$ cat src/rtl/bst_pkg.sv
// Purpose: shared constants and types for the bit slot timer
// Assumes: 8-bit register port with a 3-bit word address
// Notes:   offsets are register indices on the plain register port
package bst_pkg;

  localparam int unsigned BST_AW       = 3;
  localparam int unsigned BST_DW       = 8;
  localparam int unsigned BST_CW       = 10;
  localparam int unsigned BST_PSEL_W   = 3;
  localparam int unsigned BST_PRE_W    = 7;

  // register offsets
  localparam logic [2:0] BST_OFS_CTRL  = 3'h0;
  localparam logic [2:0] BST_OFS_COUNT = 3'h1;
  localparam logic [2:0] BST_OFS_STAT  = 3'h2;
  localparam logic [2:0] BST_OFS_MASK  = 3'h3;
  localparam logic [2:0] BST_OFS_PWR   = 3'h4;
  localparam logic [2:0] BST_OFS_CORE  = 3'h5;
  localparam logic [2:0] BST_OFS_VEC   = 3'h6;

  // bit_timer_control fields
  localparam int unsigned BST_CTRL_HI_MSB = 7;
  localparam int unsigned BST_CTRL_HI_LSB = 6;
  localparam int unsigned BST_CTRL_DATA   = 2;
  localparam int unsigned BST_CTRL_MODE_M = 1;
  localparam int unsigned BST_CTRL_MODE_L = 0;

  // status and mask fields
  localparam int unsigned BST_ST_EMPTY = 0;
  localparam int unsigned BST_ST_EDGE  = 1;
  localparam int unsigned BST_ST_DONE  = 2;
  localparam int unsigned BST_ST_W     = 3;

  // core status global interrupt enable
  localparam int unsigned BST_CORE_GIE = 7;

  // reset values
  localparam logic [7:0] BST_CTRL_RST  = 8'h00;
  localparam logic [7:0] BST_COUNT_RST = 8'h00;
  localparam logic [2:0] BST_STAT_RST  = 3'h0;
  localparam logic [2:0] BST_MASK_RST  = 3'h0;
  localparam logic [2:0] BST_PWR_RST   = 3'h0;

  // interrupt vector word addresses
  localparam logic [7:0] BST_VEC_RESET = 8'h00;
  localparam logic [7:0] BST_VEC_DONE  = 8'h02;
  localparam logic [7:0] BST_VEC_EMPTY = 8'h04;

  typedef enum logic [1:0] {
    BST_MODE_OFF   = 2'b00,
    BST_MODE_TX    = 2'b01,
    BST_MODE_RX    = 2'b10,
    BST_MODE_TIMER = 2'b11
  } bst_mode_t;

endpackage

$ cat src/rtl/bst_prescaler.sv
// Purpose: core clock period tick, 2**sel system cycles per tick
// Assumes: clr_i holds the divider at its start
// Notes:   sel above the divider width saturates at the largest period
`timescale 1ns/100ps
module bst_prescaler #(
  parameter int unsigned PRE_W = bst_pkg::BST_PRE_W
) (
  input  wire logic                            clk_i,
  input  wire logic                            rst_b_i,
  input  wire logic                            clr_i,
  input  wire logic [bst_pkg::BST_PSEL_W-1:0]  sel_i,
  output logic                                 tick_o
);
  import bst_pkg::*;

  logic [PRE_W-1:0] cnt;
  logic [PRE_W-1:0] next_cnt;
  logic [PRE_W-1:0] lim;

  always_comb begin
    lim      = (PRE_W'(1) << sel_i) - PRE_W'(1);
    tick_o   = !clr_i && (cnt == lim);
    next_cnt = cnt + PRE_W'(1);
    if (clr_i || tick_o) begin
      next_cnt = '0;
    end
  end

  always_ff @(posedge clk_i) begin
    if (!rst_b_i) begin
      cnt <= '0;
    end else begin
      cnt <= next_cnt;
    end
  end

endmodule

$ cat src/rtl/bst_edge_det.sv
// Purpose: rising and falling edge pulses on the capture pin
// Assumes: pin is synchronous to clk_i
// Notes:   first sample after reset only primes, so no false edge
`timescale 1ns/100ps
module bst_edge_det (
  input  wire logic clk_i,
  input  wire logic rst_b_i,
  input  wire logic pin_i,
  output logic      rise_o,
  output logic      fall_o
);

  logic prev;
  logic primed;
  logic next_prev;
  logic next_primed;

  always_comb begin
    next_prev   = pin_i;
    next_primed = 1'b1;
    rise_o      = primed && pin_i && !prev;
    fall_o      = primed && !pin_i && prev;
  end

  always_ff @(posedge clk_i) begin
    if (!rst_b_i) begin
      prev   <= 1'b0;
      primed <= 1'b0;
    end else begin
      prev   <= next_prev;
      primed <= next_primed;
    end
  end

endmodule

$ cat src/rtl/bst_bit_slot_timer.sv
// Purpose: bit slot timer keying the transmitter, pulse capture, timer
// Assumes: register port strobes one cycle, read data the next cycle
// Notes:   status bits clear on read; a same-cycle event wins
//
// Overview of operation
// each transmit slot lasts core period times (slot count plus one)
// slot count is control bits 7:6 above the eight count bits
// core period comes from the power control selection
// transmitter follows supplied bits only; software does any coding
// taking the pending bit sets flag 0, vector 0x04 when enabled
// software answers buffer empty by writing the next data bit
// counter at zero with nothing pending sets flag 2, vector 0x02
// software turns transmitter and timer off after transmit complete
// flags set identically whether or not interrupts are enabled
// receive mode counts up from zero, edge copies count to register
// rising edge sets the data bit, falling edge clears it
// generic timer never keys, interrupts after the slot count time
// no interrupt unless the global interrupt enable is set
// reset vector 000, vector 2 transmit complete, vector 4 empty
// at a boundary with a pending bit, key it and reload the counter
// flags stay until cleared, each with its own enable
// mode selects off, transmit, receive, timer; off stops and unkeys
//
// Design decisions made here: the register addresses and the strobed register port.
`timescale 1ns/100ps
module bst_bit_slot_timer
  import bst_pkg::*;
(
  input  wire logic                     clk_i,
  input  wire logic                     rst_b_i,
  input  wire logic [bst_pkg::BST_AW-1:0] addr_i,
  input  wire logic [bst_pkg::BST_DW-1:0] wdata_i,
  input  wire logic                     wr_i,
  input  wire logic                     rd_i,
  output logic      [bst_pkg::BST_DW-1:0] rdata_o,
  input  wire logic                     edge_capture_pin_i,
  output logic                          tx_key_o,
  output logic                          irq_o,
  output logic      [bst_pkg::BST_DW-1:0] irq_vector_o
);
  import bst_pkg::*;

  bst_mode_t              mode;
  bst_mode_t              next_mode;
  logic [1:0]             cnt_hi;
  logic [1:0]             next_cnt_hi;
  logic                   data_bit;
  logic                   next_data_bit;
  logic [7:0]             count_lo;
  logic [7:0]             next_count_lo;
  logic                   pending;
  logic                   next_pending;
  logic                   active;
  logic                   next_active;
  logic [BST_CW-1:0]      slot_cnt;
  logic [BST_CW-1:0]      next_slot_cnt;
  logic                   key;
  logic                   next_key;
  logic [BST_ST_W-1:0]    status;
  logic [BST_ST_W-1:0]    next_status;
  logic [BST_ST_W-1:0]    mask;
  logic [BST_ST_W-1:0]    next_mask;
  logic [BST_PSEL_W-1:0]  pwr_sel;
  logic [BST_PSEL_W-1:0]  next_pwr_sel;
  logic                   gie;
  logic                   next_gie;
  logic [7:0]             rdata;
  logic [7:0]             next_rdata;
  logic                   irq;
  logic                   next_irq;
  logic [7:0]             vec;
  logic [7:0]             next_vec;

  logic [BST_CW-1:0]      count_val;
  logic                   tick;
  logic                   rise;
  logic                   fall;
  logic                   ev_empty;
  logic                   ev_edge;
  logic                   ev_done;
  logic                   wr_ctrl;
  logic                   rd_stat;
  logic [BST_ST_W-1:0]    pend_irq;

  assign count_val = {cnt_hi, count_lo};
  assign wr_ctrl   = wr_i && (addr_i == BST_OFS_CTRL);
  assign rd_stat   = rd_i && (addr_i == BST_OFS_STAT);

  // divider restarts while off so the first slot is full length
  bst_prescaler u_pre (
    .clk_i   (clk_i),
    .rst_b_i (rst_b_i),
    .clr_i   (mode == BST_MODE_OFF),
    .sel_i   (pwr_sel),
    .tick_o  (tick)
  );

  bst_edge_det u_edge (
    .clk_i   (clk_i),
    .rst_b_i (rst_b_i),
    .pin_i   (edge_capture_pin_i),
    .rise_o  (rise),
    .fall_o  (fall)
  );

  always_comb begin
    next_mode     = mode;
    next_cnt_hi   = cnt_hi;
    next_data_bit = data_bit;
    next_count_lo = count_lo;
    next_pending  = pending;
    next_active   = active;
    next_slot_cnt = slot_cnt;
    next_key      = 1'b0;
    next_mask     = mask;
    next_pwr_sel  = pwr_sel;
    next_gie      = gie;
    ev_empty      = 1'b0;
    ev_edge       = 1'b0;
    ev_done       = 1'b0;

    case (mode)
      BST_MODE_TX: begin
        next_key = key;
        if (tick) begin
          if (slot_cnt == '0) begin
            if (pending) begin
              next_key      = data_bit;
              next_pending  = 1'b0;
              ev_empty      = 1'b1;
              next_slot_cnt = count_val;
              next_active   = 1'b1;
            end else if (active) begin
              ev_done     = 1'b1;
              next_active = 1'b0;
              next_key    = 1'b0;
            end
          end else begin
            next_slot_cnt = slot_cnt - BST_CW'(1);
          end
        end
      end
      BST_MODE_RX: begin
        if (rise || fall) begin
          next_count_lo = slot_cnt[7:0];
          next_cnt_hi   = slot_cnt[BST_CW-1:8];
          next_data_bit = rise;
          ev_edge       = 1'b1;
          next_slot_cnt = '0;
        end else if (tick && (slot_cnt != '1)) begin
          next_slot_cnt = slot_cnt + BST_CW'(1);
        end
      end
      BST_MODE_TIMER: begin
        // periodic: interval is slot count plus one core periods
        if (tick) begin
          if (slot_cnt == '0) begin
            ev_done       = 1'b1;
            next_slot_cnt = count_val;
          end else begin
            next_slot_cnt = slot_cnt - BST_CW'(1);
          end
        end
      end
      default: begin
        next_slot_cnt = '0;
        next_pending  = 1'b0;
        next_active   = 1'b0;
      end
    endcase

    // software writes land after the timer so a new bit is never lost
    if (wr_ctrl) begin
      next_mode     = bst_mode_t'(wdata_i[BST_CTRL_MODE_M:BST_CTRL_MODE_L]);
      next_cnt_hi   = wdata_i[BST_CTRL_HI_MSB:BST_CTRL_HI_LSB];
      next_data_bit = wdata_i[BST_CTRL_DATA];
      if (next_mode == BST_MODE_TX) begin
        next_pending = 1'b1;
      end
      if (next_mode != mode) begin
        next_active   = 1'b0;
        next_pending  = (next_mode == BST_MODE_TX);
        next_slot_cnt = (next_mode == BST_MODE_TIMER)
                        ? {wdata_i[BST_CTRL_HI_MSB:BST_CTRL_HI_LSB],
                           next_count_lo}
                        : '0;
      end
    end
    if (wr_i && (addr_i == BST_OFS_COUNT)) begin
      next_count_lo = wdata_i;
    end
    if (wr_i && (addr_i == BST_OFS_MASK)) begin
      next_mask = wdata_i[BST_ST_W-1:0];
    end
    if (wr_i && (addr_i == BST_OFS_PWR)) begin
      next_pwr_sel = wdata_i[BST_PSEL_W-1:0];
    end
    if (wr_i && (addr_i == BST_OFS_CORE)) begin
      next_gie = wdata_i[BST_CORE_GIE];
    end
  end

  // flags: read clears, an event in the same cycle wins
  always_comb begin
    next_status = status;
    if (rd_stat) begin
      next_status = '0;
    end
    next_status[BST_ST_EMPTY] = next_status[BST_ST_EMPTY] | ev_empty;
    next_status[BST_ST_EDGE]  = next_status[BST_ST_EDGE] | ev_edge;
    next_status[BST_ST_DONE]  = next_status[BST_ST_DONE] | ev_done;
    pend_irq = next_status & next_mask;
    next_irq = next_gie && (pend_irq != '0);
    // lower vector address is served first
    if (!next_irq) begin
      next_vec = BST_VEC_RESET;
    end else if (pend_irq[BST_ST_DONE]) begin
      next_vec = BST_VEC_DONE;
    end else if (pend_irq[BST_ST_EMPTY]) begin
      next_vec = BST_VEC_EMPTY;
    end else begin
      next_vec = BST_VEC_RESET;
    end
  end

  always_comb begin
    next_rdata = 8'h00;
    if (rd_i) begin
      case (addr_i)
        BST_OFS_CTRL:  next_rdata = {cnt_hi, 3'h0, data_bit, mode};
        BST_OFS_COUNT: next_rdata = count_lo;
        BST_OFS_STAT:  next_rdata = {5'h00, status};
        BST_OFS_MASK:  next_rdata = {5'h00, mask};
        BST_OFS_PWR:   next_rdata = {5'h00, pwr_sel};
        BST_OFS_CORE:  next_rdata = {gie, 7'h00};
        BST_OFS_VEC:   next_rdata = vec;
        default:       next_rdata = 8'h00;
      endcase
    end
  end

  always_ff @(posedge clk_i) begin
    if (!rst_b_i) begin
      mode     <= BST_MODE_OFF;
      cnt_hi   <= BST_CTRL_RST[BST_CTRL_HI_MSB:BST_CTRL_HI_LSB];
      data_bit <= BST_CTRL_RST[BST_CTRL_DATA];
      count_lo <= BST_COUNT_RST;
      pending  <= 1'b0;
      active   <= 1'b0;
      slot_cnt <= '0;
      key      <= 1'b0;
      status   <= BST_STAT_RST;
      mask     <= BST_MASK_RST;
      pwr_sel  <= BST_PWR_RST;
      gie      <= 1'b0;
      rdata    <= 8'h00;
      irq      <= 1'b0;
      vec      <= BST_VEC_RESET;
    end else begin
      mode     <= next_mode;
      cnt_hi   <= next_cnt_hi;
      data_bit <= next_data_bit;
      count_lo <= next_count_lo;
      pending  <= next_pending;
      active   <= next_active;
      slot_cnt <= next_slot_cnt;
      key      <= next_key;
      status   <= next_status;
      mask     <= next_mask;
      pwr_sel  <= next_pwr_sel;
      gie      <= next_gie;
      rdata    <= next_rdata;
      irq      <= next_irq;
      vec      <= next_vec;
    end
  end

  assign rdata_o      = rdata;
  assign tx_key_o     = key;
  assign irq_o        = irq;
  assign irq_vector_o = vec;

  AST_SLOT_RELOAD: assert property (@(posedge clk_i) disable iff (!rst_b_i)
    (mode == BST_MODE_TX) && tick && (slot_cnt == '0) && pending && !wr_i
    |=> (slot_cnt == $past(count_val)) && (tx_key_o == $past(data_bit)))
    else $error("slot counter not reloaded with the bit keyed");

  AST_COUNT_FORM: assert property (@(posedge clk_i) disable iff (!rst_b_i)
    wr_ctrl && (mode == BST_MODE_OFF) && !rise && !fall
    |=> count_val[BST_CW-1:8] == $past(wdata_i[7:6]))
    else $error("slot count high bits not from control");

  AST_PRESCALE: assert property (@(posedge clk_i) disable iff (!rst_b_i)
    tick && (pwr_sel == 3'h1) && !wr_i ##1 !wr_i |-> !tick ##1 tick)
    else $error("core period tick spacing wrong");

  AST_KEY_HOLD: assert property (@(posedge clk_i) disable iff (!rst_b_i)
    (mode == BST_MODE_TX) && !tick && !wr_i |=> $stable(tx_key_o))
    else $error("transmitter state changed inside a slot");

  AST_EMPTY_FLAG: assert property (@(posedge clk_i) disable iff (!rst_b_i)
    ev_empty && !wr_ctrl |=> status[BST_ST_EMPTY] && !pending)
    else $error("buffer empty flag not set");

  AST_DONE_FLAG: assert property (@(posedge clk_i) disable iff (!rst_b_i)
    (mode == BST_MODE_TX) && tick && (slot_cnt == '0) && !pending && active
    |=> status[BST_ST_DONE] && !tx_key_o)
    else $error("transmit complete flag not set");

  AST_RX_CAPTURE: assert property (@(posedge clk_i) disable iff (!rst_b_i)
    (mode == BST_MODE_RX) && (rise || fall) && !wr_i
    |=> (data_bit == $past(rise)) && (count_val == $past(slot_cnt))
        && (slot_cnt == '0))
    else $error("edge capture wrong");

  AST_NO_KEY: assert property (@(posedge clk_i) disable iff (!rst_b_i)
    (mode != BST_MODE_TX) |=> !tx_key_o)
    else $error("transmitter keyed outside transmit mode");

  AST_GIE: assert property (@(posedge clk_i) disable iff (!rst_b_i)
    !gie |-> !irq_o)
    else $error("interrupt without global enable");

  AST_VECTOR: assert property (@(posedge clk_i) disable iff (!rst_b_i)
    irq_o && status[BST_ST_DONE] && mask[BST_ST_DONE]
    |-> irq_vector_o == BST_VEC_DONE)
    else $error("wrong vector for transmit complete");

  AST_STICKY: assert property (@(posedge clk_i) disable iff (!rst_b_i)
    status[BST_ST_EMPTY] && !rd_stat |=> status[BST_ST_EMPTY])
    else $error("flag cleared without a status read");

endmodule

$ cat config.mk
export PLATFORM = sky130hd
export DESIGN_NAME = bst_bit_slot_timer
export DESIGN_NICKNAME = d
export VERILOG_FILES = /design/src/rtl/bst_pkg.sv /design/src/rtl/bst_prescaler.sv /design/src/rtl/bst_edge_det.sv /design/src/rtl/bst_bit_slot_timer.sv
export SDC_FILE = /design/constraint.sdc
export NUM_CORES = 1
export LEC_CHECK = 0
export BUFFER_PORTS_ARGS = -buffer_cell sky130_fd_sc_hd__clkbuf_2
export CORE_UTILIZATION = 41
export CTS_BUF_LIST = sky130_fd_sc_hd__clkbuf_16
export DETAILED_ROUTE_END_ITERATION = 12
export GPL_ROUTABILITY_DRIVEN = 1
export PLACE_DENSITY = 0.6
export SETUP_SLACK_MARGIN = 0.02
export SLEW_MARGIN = 5
export SYNTH_ARGS = -nofsm -noshare
export SYNTH_HDL_FRONTEND = slang
export SYNTH_SLANG_ARGS = --single-unit
$ cat constraint.sdc
create_clock -name clk_i -period 3.1 [get_ports clk_i]
set_input_delay 0.62 -clock clk_i [delete_from_list [all_inputs] [get_ports clk_i]]
set_output_delay 0.62 -clock clk_i [all_outputs]
set_load 0.005 [all_outputs]
==> results of run 1 <==
what timing repair did:
| action | CTS | global route |
|---|---|---|
| endpoints found under the setup margin | 0 | 10 |
| gates resized for setup | 0 | 6 |
| setup buffers | 0 | 0 |
layout make-up:
cell class / count / area [um2] / share of cell area (%)
Multi-Input combinational cell: 324 / 2240 / 57.0
Clock buffer: 5 / 125 / 3.18
Inverter: 8 / 30.0 / 0.763
Tap cell: 105 / 131 / 3.34
Timing Repair Buffer: 44 / 263 / 6.68
Sequential cell: 56 / 1120 / 28.5
Clock inverter: 3 / 21.3 / 0.540
worst min-delay path by stage:
stage	startpoint	end	cells past startpoint
floorplan	count_lo[3]$_SDFF_PN0_	rdata_o[3]$_SDFF_PN0_	1
global placement	count_lo[4]$_SDFF_PN0_	rdata_o[4]$_SDFF_PN0_	1
detailed placement	count_lo[4]$_SDFF_PN0_	rdata_o[4]$_SDFF_PN0_	1
CTS	count_lo[5]$_SDFF_PN0_	rdata_o[5]$_SDFF_PN0_	1
global route	count_lo[5]$_SDFF_PN0_	rdata_o[5]$_SDFF_PN0_	1
finish	count_lo[5]$_SDFF_PN0_	rdata_o[5]$_SDFF_PN0_	1
synth_stat cells, types with 3 or more instances:
master	n
buf_2	8
mux2i_1	23
clkbuf_8	3
a31oi_1	9
nand4_1	3
xnor2_1	12
nand2b_1	5
buf_6	5
nor3_1	9
ha_1	4
o21ai_0	15
and2_1	8
clkbuf_1	16
nor4_1	6
nand3_1	19
nor2_1	39
o221ai_1	8
a21o_1	3
inv_1	8
dfxtp_1	56
and3_1	7
a21boi_0	3
nor2b_1	17
buf_4	6
o211a_1	11
nor3b_1	3
nand4b_1	3
a21oi_1	21
nand2_1	26
o211ai_1	3
xor2_1	5
logic make-up after synthesis:
group | Yosys count | share of synthesized area, %
XOR/XNOR | 17 | 4.13
adder cells (fa/ha/maj) | 4 | 1.39
buffers and inverters | 47 | 7.87
multiplexers | 26 | 7.94
AO/OA/AOI/OAI | 103 | 21.1
other | 1 | 0.104
flip-flops | 56 | 31.1
AND/OR/NAND/NOR | 168 | 26.4
where the power goes:
group | leakage [nW] | internal [mW] | switching, mW
clock | 0.0702 | 0.302 | 0.286
sequential | 0.453 | 0.730 | 0.0136
combinational | 1.06 | 0.0794 | 0.126
total | 1.58 | 1.11 | 0.426
layer usage:
layer | vias up | routed length (um) | GRT usage (%) | part of all wire [%]
li1 | 1559 | - | - | -
met5 | - | 0 | 0 | 0
met2 | 115 | 4690 | 37.5 | 48
met4 | 0 | 212 | 9.45 | 2.2
met1 | 1555 | 4410 | 29.6 | 45
met3 | 19 | 543 | 2.92 | 5.5
cell usage in the layout, fill, tap and decap left out, types with 8 or more instances in the layout:
cell	instances
a21oi_1	20
a31oi_1	9
and2_1	8
buf_4	17
clkbuf_2	27
dfxtp_1	56
inv_1	8
mux2i_1	23
nand2_1	26
nand3_1	19
nor2_1	39
nor2b_1	17
nor3_1	8
o211a_1	11
o21ai_0	15
o221ai_1	8
xnor2_1	12
registers in the layout, indices dropped and copies added (netlist names), 2 cells and up:
signal,count
pwr_sel,3
status,3
irq_vector_o,2
mode,2
u_pre.cnt,7
count_lo,8
mask,3
rdata_o,8
slot_cnt,10
cnt_hi,2
critical path, delay by kind of cell (launching register included):
family / cells / cell delay [ns]
AOI/OAI and AO/OA: 3 / 0.74
xor gates and xnor gates: 1 / 0.16
adders and majority gates: 1 / 0.31
buffers and inverters: 1 / 0.24
DFF: 1 / 0.35
and+or+nand+nor: 4 / 1.02
==> impl_metrics.yaml, run 1 <==
timing:
  fmax_mhz: 339
  layout_min_cycle_time_ns: 2.95
  finalCritPeriodShare_pct: 95.1
  finalSetupViolCount: 0
  layout_setup_ws_ns: 0.152
  final_max_slew_viol_count: 0
  final_hold_viol_count: 0
  tightest_slew_ns: 0.748
  tns_ns: 0
  maxSlewHeadroom_pct: 50.0
  hold-worst-slack_ns: 0.497
  rsz0062_at_grt: "true"
  finalClockSkew_ns: 0.00841
power:
  p_total_mw: 1.54
  ir_drop_mv: 0.238
  p_per_area_nw_per_um2: 391
  p_leak_nw: 1.58
route:
  drt_iter0_markers: 210
  ant_nets: 0
  drt-wirelength-per-cell_um: 18.1
  drc: 0
  viasPerCell: 5.96
  routed_wl_mm: 9.86
  vias: 3248
  drtPass1Iterations: 5
logic_synthesis:
  async_flop_share_pct: 0
  synth_edf_count: 0
  syn_avg_cell_area_um2: 8.55
  ys_types: 74
  syn_area_um2: 3610
  yosysTopAreaCell: "dfxtp_1"
  yosysSeqAreaShare_pct: 31.1
  ys_top_cells_by_area: "dfxtp_1 31%, mux2i_1 6.4%, nor2_1 4.1%, o211a_1 3.1%, nor2b_1 2.9%"
  ys_seq_elements: 56
  synth_top_area_share_pct: 31.1
  synth-main-ff-cell: "dfxtp_1"
  yosysWarnings: 0
  synthCells: 422
die:
  die_width_um: 95.8
  die_h_um: 95.8
  ios: 34
  core_area_um2: 8380
  start_util_pct: 43.0
  std_cell_rows: 33
  die_area_um2: 9180
setup_path:
  cp_data_required_time_ns: 3.28
  end_kind: "flop"
  ff2ff_path_depth: 10
  cpPeakStageDelay_ns: 0.38
  regToRegSetupSlack_ns: 0.15
  endpoint: "slot_cnt[7]$_SDFF_PN0_"
  cp-start-kind: "flop"
  regToRegEndpoint: "slot_cnt[7]$_SDFF_PN0_"
  cp.arrival_ns: 3.13
  crit_type: "reg2reg"
  critPathLaunch: "pwr_sel[1]$_SDFFE_PN0P_"
  worstPathCellList: "or3_1, ha_1, nor2b_1, a221o_1, a211oi_4, nand4_2, buf_4, nor4_4, xnor2_1, o221ai_2"
  cpMaxStageDelayCell: "a221o_1"
  timing.rr.start: "pwr_sel[1]$_SDFFE_PN0P_"
  cp_max_fo: 9
grt:
  grt-ovfl-total: 0
  antenna_found_initial: 0
  grt_usage_pct: 22.6
  grt_pass1_vias: 3032
  grt_max_degree: 26
  grt_pass1_wl_mm: 15.7
final_layout:
  num_antenna_cells: 0
  final_cell_area_um2: 3940
  drive_gt1_share_pct: 18.2
  layoutNonFillerInstCount: 545
  n_fill_cell: 838
  area_delta_synth_final_pct: 9.12
  nets: 459
  final_util_pct: 47.0
outcome:
  status: "finished clean"
clock_network:
  clock-root-buffer: "clkbuf_16"
  clk_latency_ns: 0.30
  cts_tree: "built"
  cts.sinks: 56
  path_clk_slew_ns: 0.07
  htreeDepth: 2
  clockBufferDepth: 2
  numCtsBuffers: 5
  holdBufCountCts: 0
placement:
  portBuffers: 27
  place_area_um2: 3770
  dpl.cell_count: 537
  routabilityCongestion: 0.855
  dp_slack_ns: 0.0966
  hpwl_mm: 7.08
min_path:
  min_path_type: "reg2reg"
run:
  cap_violations: 0
Note: power is estimated with default switching activity, not from simulation.
==> inputs of run 2 (changes only) <==
--- a/config.mk
+++ b/config.mk
@@ -7,7 +7,6 @@
 export LEC_CHECK = 0
 export BUFFER_PORTS_ARGS = -buffer_cell sky130_fd_sc_hd__clkbuf_2
 export CORE_UTILIZATION = 41
-export CTS_BUF_LIST = sky130_fd_sc_hd__clkbuf_16
 export DETAILED_ROUTE_END_ITERATION = 12
 export GPL_ROUTABILITY_DRIVEN = 1
 export PLACE_DENSITY = 0.6
==> run 2 against run 1 <==
Maximum frequency is 0.97% lower. Critical endpoint is now slot_cnt[4]$_SDFF_PN0_. Sequential power hardly changed. Sequential share of layout area rose by 0.41 points. Combinational power about the same. First-iteration DRC count shrank 3.8%. Register-to-register slack worse by 0.03 ns. Die area is the same. Critical path depth is 1 lower. Hold slack better by 0.0053 ns. Largest cell class unchanged. Global-route usage is essentially flat. Cell count did not move.
==> impl_metrics.yaml, run 2 (synthesized netlist as in run 1, its figures left out) <==
final_layout:
  largest_reg_flops: 10
  num_antenna_cells: 0
  area_delta_synth_final_pct: 7.56
  nets: 459
  layoutNonFillerInstCount: 545
  drive_gt1_share_pct: 18.2
  mostFrequentLayoutCell: "dfxtp_1"
  final_cell_mix: "56 x dfxtp_1, 39 x nor2_1, 27 x clkbuf_2"
  n_fill_cell: 844
  largest-register: "slot_cnt"
timing:
  finalSetupViolCount: 0
  maxSlewHeadroom_pct: 52.2
  fmax_mhz: 336
  rsz0062_at_grt: "true"
  final_max_slew_viol_count: 0
  tightest_slew_ns: 0.710
  finalCritPeriodShare_pct: 96.0
  final_hold_viol_count: 0
  finalClockSkew_ns: 0.00985
  layout_min_cycle_time_ns: 2.98
  layout_setup_ws_ns: 0.123
die:
  core_area_um2: 8380
  start_util_pct: 43.0
  die_h_um: 95.8
  ios: 34
  die_area_um2: 9180
  std_cell_rows: 33
  die_width_um: 95.8
min_path:
  hp-start: "count_lo[5]$_SDFF_PN0_"
  min_path_type: "reg2reg"
grt:
  antenna_found_initial: 0
  grt-ovfl-total: 0
  grt_pass1_vias: 3067
  grt_pass1_wl_mm: 15.7
  grt_max_degree: 26
  grt_usage_pct: 22.7
clock_network:
  clockBufferDepth: 2
  cts_resized: 0
  numCtsBuffers: 5
  post_cts_buffers: 0
  clock-root-buffer: "clkbuf_8"
  cts.sinks: 56
  path_clk_slew_ns: 0.11
  clk_latency_ns: 0.32
  cts_tree: "built"
  htreeDepth: 2
  holdBufCountCts: 0
setup_path:
  path_buf_inv: 0
  critPathLaunch: "pwr_sel[1]$_SDFFE_PN0P_"
  cp_data_required_time_ns: 3.32
  crit_type: "reg2reg"
  cpPeakStageDelay_ns: 0.43
  cp.arrival_ns: 3.20
  end_kind: "flop"
  cp-start-kind: "flop"
  cpMaxStageDelayCell: "o311ai_0"
  timing.rr.start: "pwr_sel[1]$_SDFFE_PN0P_"
  cp_max_fo: 9
  crit_family: "compound AO/OA/AOI/OAI gates"
  worstPathCellList: "or3_1, ha_1, nor2b_1, a221o_1, a211oi_4, nand4_2, o311ai_0, o311ai_1, o211a_1"
placement:
  dp_slack_ns: 0.0966
  routabilityCongestion: 0.855
  portBuffers: 27
  dpl.cell_count: 537
  hpwl_mm: 7.08
route:
  wl_met3_um: 514
  drc: 0
  drtPass1Iterations: 5
  drt-wirelength-per-cell_um: 18.1
  wl_met1_mm: 4.42
  routed_wl_mm: 9.84
  ant_nets: 0
  met2_length_mm: 4.66
  vias: 3266
  viasPerCell: 5.99
  maxUsedRoutingLayer: "met4"
  drt_iter0_markers: 202
power:
  swShare_pct: 29.6
  p_per_area_nw_per_um2: 356
  ir_drop_mv: 0.217
  p_seq_share_pct: 53.9
  power_frac_comb_pct: 14.9
  p_leak_nw: 1.56
  switchingPower_uw: 409
  power.internal_uw: 972
  clock_power_share_pct: 31.2
outcome:
  status: "finished clean"
run:
  cap_violations: 0
run 2: cell counts in the layout (fill, tap and decap cells not counted):
No cell type changed its count.
run 2: layout make-up:
type / count / area, um2 / area share (%)
clock buffer: 5 / 68.8 / 1.77
sequential: 56 / 1120 / 28.9
tap: 105 / 131 / 3.39
multi-input combinational: 324 / 2240 / 57.9
timing repair buffer: 44 / 263 / 6.77
inverter: 8 / 30.0 / 0.774
clock inverter: 3 / 21.3 / 0.548
run 2: per-stage QoR:
stage / setup TNS [ns] / instance area [um2] / util, % / power [mW] / hold slack (ns)
final: 0 / 3880 / 46.3 / 1.38 / 0.503
after global placement: 0 / 3770 / 44.9 / 0.955 / 0.476
after global routing: -0.0397 / 3880 / 46.3 / 1.44 / 0.511
after floorplan: 0 / 3630 / - / 0.903 / 0.452
after detailed placement: 0 / 3770 / 44.9 / 0.957 / 0.480
after CTS: 0 / 3860 / 46.0 / 1.38 / 0.502
run 2: power by group through the flow:
stage / sequential, mW / clock, mW / combinational [mW]
global placement: 0.760 / 0 / 0.195
detailed placement: 0.761 / 0 / 0.197
finish: 0.744 / 0.430 / 0.206
CTS: 0.744 / 0.440 / 0.198
global route: 0.747 / 0.468 / 0.220
floorplan: 0.753 / 0 / 0.149
run 2: worst paths after layout:
path,end,slack (ns),cells after the start
max,slot_cnt[4]$_SDFF_PN0_,0.12,9
min,rdata_o[5]$_SDFF_PN0_,0.50,1
max reg2reg,slot_cnt[4]$_SDFF_PN0_,0.12,9
min reg2reg,rdata_o[5]$_SDFF_PN0_,0.50,1
run 2: routing by layer:
metal / track usage [%] / up-vias
met2: 38.0 / 115
met4: 8.96 / 0
met5: 0 / -
met3: 2.76 / 19
met1: 29.6 / 1568
li1: - / 1564
==> inputs of run 3 (changes only) <==
--- a/config.mk
+++ b/config.mk
@@ -5,11 +5,12 @@
 export SDC_FILE = /design/constraint.sdc
 export NUM_CORES = 1
 export LEC_CHECK = 0
+export ABC_AREA = 1
 export BUFFER_PORTS_ARGS = -buffer_cell sky130_fd_sc_hd__clkbuf_2
 export CORE_UTILIZATION = 41
 export DETAILED_ROUTE_END_ITERATION = 12
 export GPL_ROUTABILITY_DRIVEN = 1
-export PLACE_DENSITY = 0.6
+export PLACE_DENSITY = 0.59
 export SETUP_SLACK_MARGIN = 0.02
 export SLEW_MARGIN = 5
 export SYNTH_ARGS = -nofsm -noshare
==> run 3 against run 2 <==
Die area rose by 6.1%. Largest cell class unchanged. Sequential share of layout area fell by 1.6 points. First-iteration DRC count rose by 37%. Clock skew rose by 0.0048 ns. Sequential cell count did not move. Cell count rose by 33%. Wire length rose by 5.2%. Clock power rose by 1%. Design area rose by 5.9%. Synthesized cell count rose by 41%. Highest routed layer unchanged. Combinational power barely moved. Total power rose by 0.47%.
==> impl_metrics.yaml, run 3 <==
min_path:
  hold_path_end: "cnt_hi[0]$_SDFFE_PN0P_"
  hp-start: "cnt_hi[0]$_SDFFE_PN0P_"
  hold_depth: 2
  min_path_type: "reg2reg"
die:
  die_area_um2: 9740
  ios: 34
  core_area_um2: 8890
  die_h_um: 98.7
  start_util_pct: 43.1
  die_width_um: 98.7
  std_cell_rows: 34
clock_network:
  numCtsBuffers: 5
  cts_tree: "built"
  cts.sinks: 56
  path_clk_slew_ns: 0.12
  cts_resized: 0
  post_cts_buffers: 0
  holdBufCountCts: 0
  clockBufferDepth: 2
  htreeDepth: 2
  clk_latency_ns: 0.33
  clock-root-buffer: "clkbuf_8"
final_layout:
  n_fill_cell: 942
  largest-register: "slot_cnt"
  ff_latch_area_um2: 1120
  drive_gt1_share_pct: 15.1
  num_antenna_cells: 0
  final_cell_mix: "133 x nand2_1, 81 x inv_1, 60 x nor2_1"
  final_util_pct: 46.2
  multiInputGateArea_um2: 2240
  area_delta_synth_final_pct: 7.21
  mostFrequentLayoutCell: "nand2_1"
  nets: 635
  largest_reg_flops: 10
power:
  switchingPower_uw: 426
  swShare_pct: 30.7
  power.internal_uw: 961
  power_frac_comb_pct: 14.9
  p_seq_share_pct: 53.6
  clock_power_share_pct: 31.5
  ir_drop_mv: 0.174
  p_per_area_nw_per_um2: 337
  p_leak_nw: 1.79
route:
  ant_nets: 0
  drc: 0
  drt_iter0_markers: 277
  vias: 3760
  viasPerCell: 5.19
  routed_wl_mm: 10.3
  drt-wirelength-per-cell_um: 14.3
  drtPass1Iterations: 5
setup_path:
  regToRegSetupSlack_ns: 0.40
  cp-start-kind: "flop"
  cp_data_required_time_ns: 3.37
  regToRegEndpoint: "irq_o$_SDFF_PN0_"
  worstPathCellList: "inv_1, nand3_1, ha_1, nand2_1, inv_1, nor2_1, nand2_1, nor2_4, nand3_2, nor2_4, nand3_4, inv_4, nand3_1, o21ai_1, nand2_1, a31oi_1"
  crit_type: "reg2reg"
  ff2ff_path_depth: 16
  cpPeakStageDelay_ns: 0.58
  end_kind: "flop"
  cp_max_fo: 17
  cp_common_cell: "nand2_1"
  timing.rr.start: "pwr_sel[1]$_SDFFE_PN0P_"
  cp.arrival_ns: 2.97
  cpMaxStageDelayCell: "dfxtp_1"
logic_synthesis:
  ys_types: 42
  synthTopCellsByCount: "133 x nand2_1, 81 x inv_1, 60 x nor2_1"
  async_flop_share_pct: 0
  synth_edf_count: 0
  synthCells: 593
  synth-main-ff-cell: "dfxtp_1"
  yosysWarnings: 0
  ys_seq_elements: 56
  yosysMostFrequentCell: "nand2_1"
  yosysTopAreaCell: "dfxtp_1"
  yosysSeqAreaShare_pct: 29.2
  syn_area_um2: 3830
  ys_top_cells_by_area: "dfxtp_1 29%, nand2_1 13%, inv_1 7.9%, nand3_1 6.8%, nor2_1 5.9%"
  syn_avg_cell_area_um2: 6.46
  synth_top_area_share_pct: 29.2
placement:
  routabilityCongestion: 0.899
  portBuffers: 27
  hpwl_mm: 8.10
run:
  cap_violations: 0
outcome:
  status: "finished clean"
timing:
  maxSlewHeadroom_pct: 55.5
  fmax_mhz: 370
  final_max_slew_viol_count: 0
  rsz0062_at_grt: "false"
  finalCritPeriodShare_pct: 87.1
  tightest_slew_ns: 0.666
  tns_ns: 0
  finalClockSkew_ns: 0.0146
  final_hold_viol_count: 0
  layout_min_cycle_time_ns: 2.70
  finalSetupViolCount: 0
grt:
  grt_usage_pct: 22.2
  grt-ovfl-total: 0
  grt_pass1_vias: 3459
  grt_pass1_wl_mm: 17.0
  antenna_found_initial: 0
  grt_max_degree: 22
run 3: changes by cell type after synthesis, moves of 9 or more:
cell      delta
clkbuf_1    -10
inv_1       +73
mux2i_1     -23
nand2_1    +107
nand2_2     +10
nand3_1     +33
nor2_1      +21
nor2_2       +9
nor2b_1     -17
o211a_1     -11
o21ai_0     +28
xnor2_1     -10
xor2_1      +10
run 3: critical path: cells and delay by family (launching register included):
kind                       cells  cell delay, ns
AOI/OAI and AO/OA              2            0.31
and+or+nand+nor               10            1.11
adders and majority gates      1            0.24
DFF                            1            0.58
buffers and inverters          3            0.39
run 3: layout make-up:
cell class	instances	share of cell area, %
Clock inverter	3	0.670
Clock buffer	5	1.67
Sequential cell	56	27.3
Timing Repair Buffer	33	4.38
Multi-Input combinational cell	430	54.4
Inverter	89	8.31
Tap cell	108	3.29
run 3: how the worst max path moves through the flow:
stage | slack [ns] | start | end | cells past startpoint
4_1_cts | 0.39 | pwr_sel[1]$_SDFFE_PN0P_ | irq_o$_SDFF_PN0_ | 16
3_3_place_gp | 0.51 | pwr_sel[1]$_SDFFE_PN0P_ | irq_o$_SDFF_PN0_ | 16
2_1_floorplan | 0.93 | pwr_sel[1]$_SDFFE_PN0P_ | slot_cnt[6]$_SDFF_PN0_ | 19
5_1_grt | 0.12 | pwr_sel[1]$_SDFFE_PN0P_ | irq_o$_SDFF_PN0_ | 16
6_report | 0.40 | pwr_sel[1]$_SDFFE_PN0P_ | irq_o$_SDFF_PN0_ | 16
3_5_place_dp | 0.43 | pwr_sel[1]$_SDFFE_PN0P_ | irq_o$_SDFF_PN0_ | 16
run 3: routing by layer:
layer	wire (um)	up-vias	track usage (%)	part of all wire (%)
met5	0	-	0	0
met4	192	0	6.66	1.9
met3	413	15	2.48	4.0
met2	4930	85	38.1	48
met1	4820	1727	29.4	47
li1	-	1933	-	-
run 3: logic make-up after synthesis:
| family | count (synthesis) | synth area share, % |
|---|---|---|
| xor gates and xnor gates | 19 | 5.03 |
| AOI/OAI and AO/OA | 102 | 15.8 |
| and+or+nand+nor | 299 | 35.6 |
| adders and majority gates | 4 | 1.31 |
| other | 1 | 0.0978 |
| buffers and inverters | 112 | 12.9 |
| DFF | 56 | 29.2 |
run 3: power by group through the flow:
stage	Clock (mW)	Sequential, mW	Combinational (mW)
floorplan	0	0.754	0.159
global placement	0	0.760	0.204
finish	0.436	0.744	0.207
global route	0.475	0.746	0.232
CTS	0.449	0.744	0.207
detailed placement	0	0.760	0.206
run 3: per-stage QoR:
stage	power [mW]	hold WS, ns	instances	area (um2)	setup slack, ns
after global placement	0.964	0.455	716	4010	0.510
after CTS	1.40	0.480	724	4110	0.394
after detailed placement	0.966	0.462	716	4010	0.432
after floorplan	0.914	0.441	598	3850	0.926
after global routing	1.45	0.508	724	4110	0.119
final	1.39	0.481	724	4110	0.399
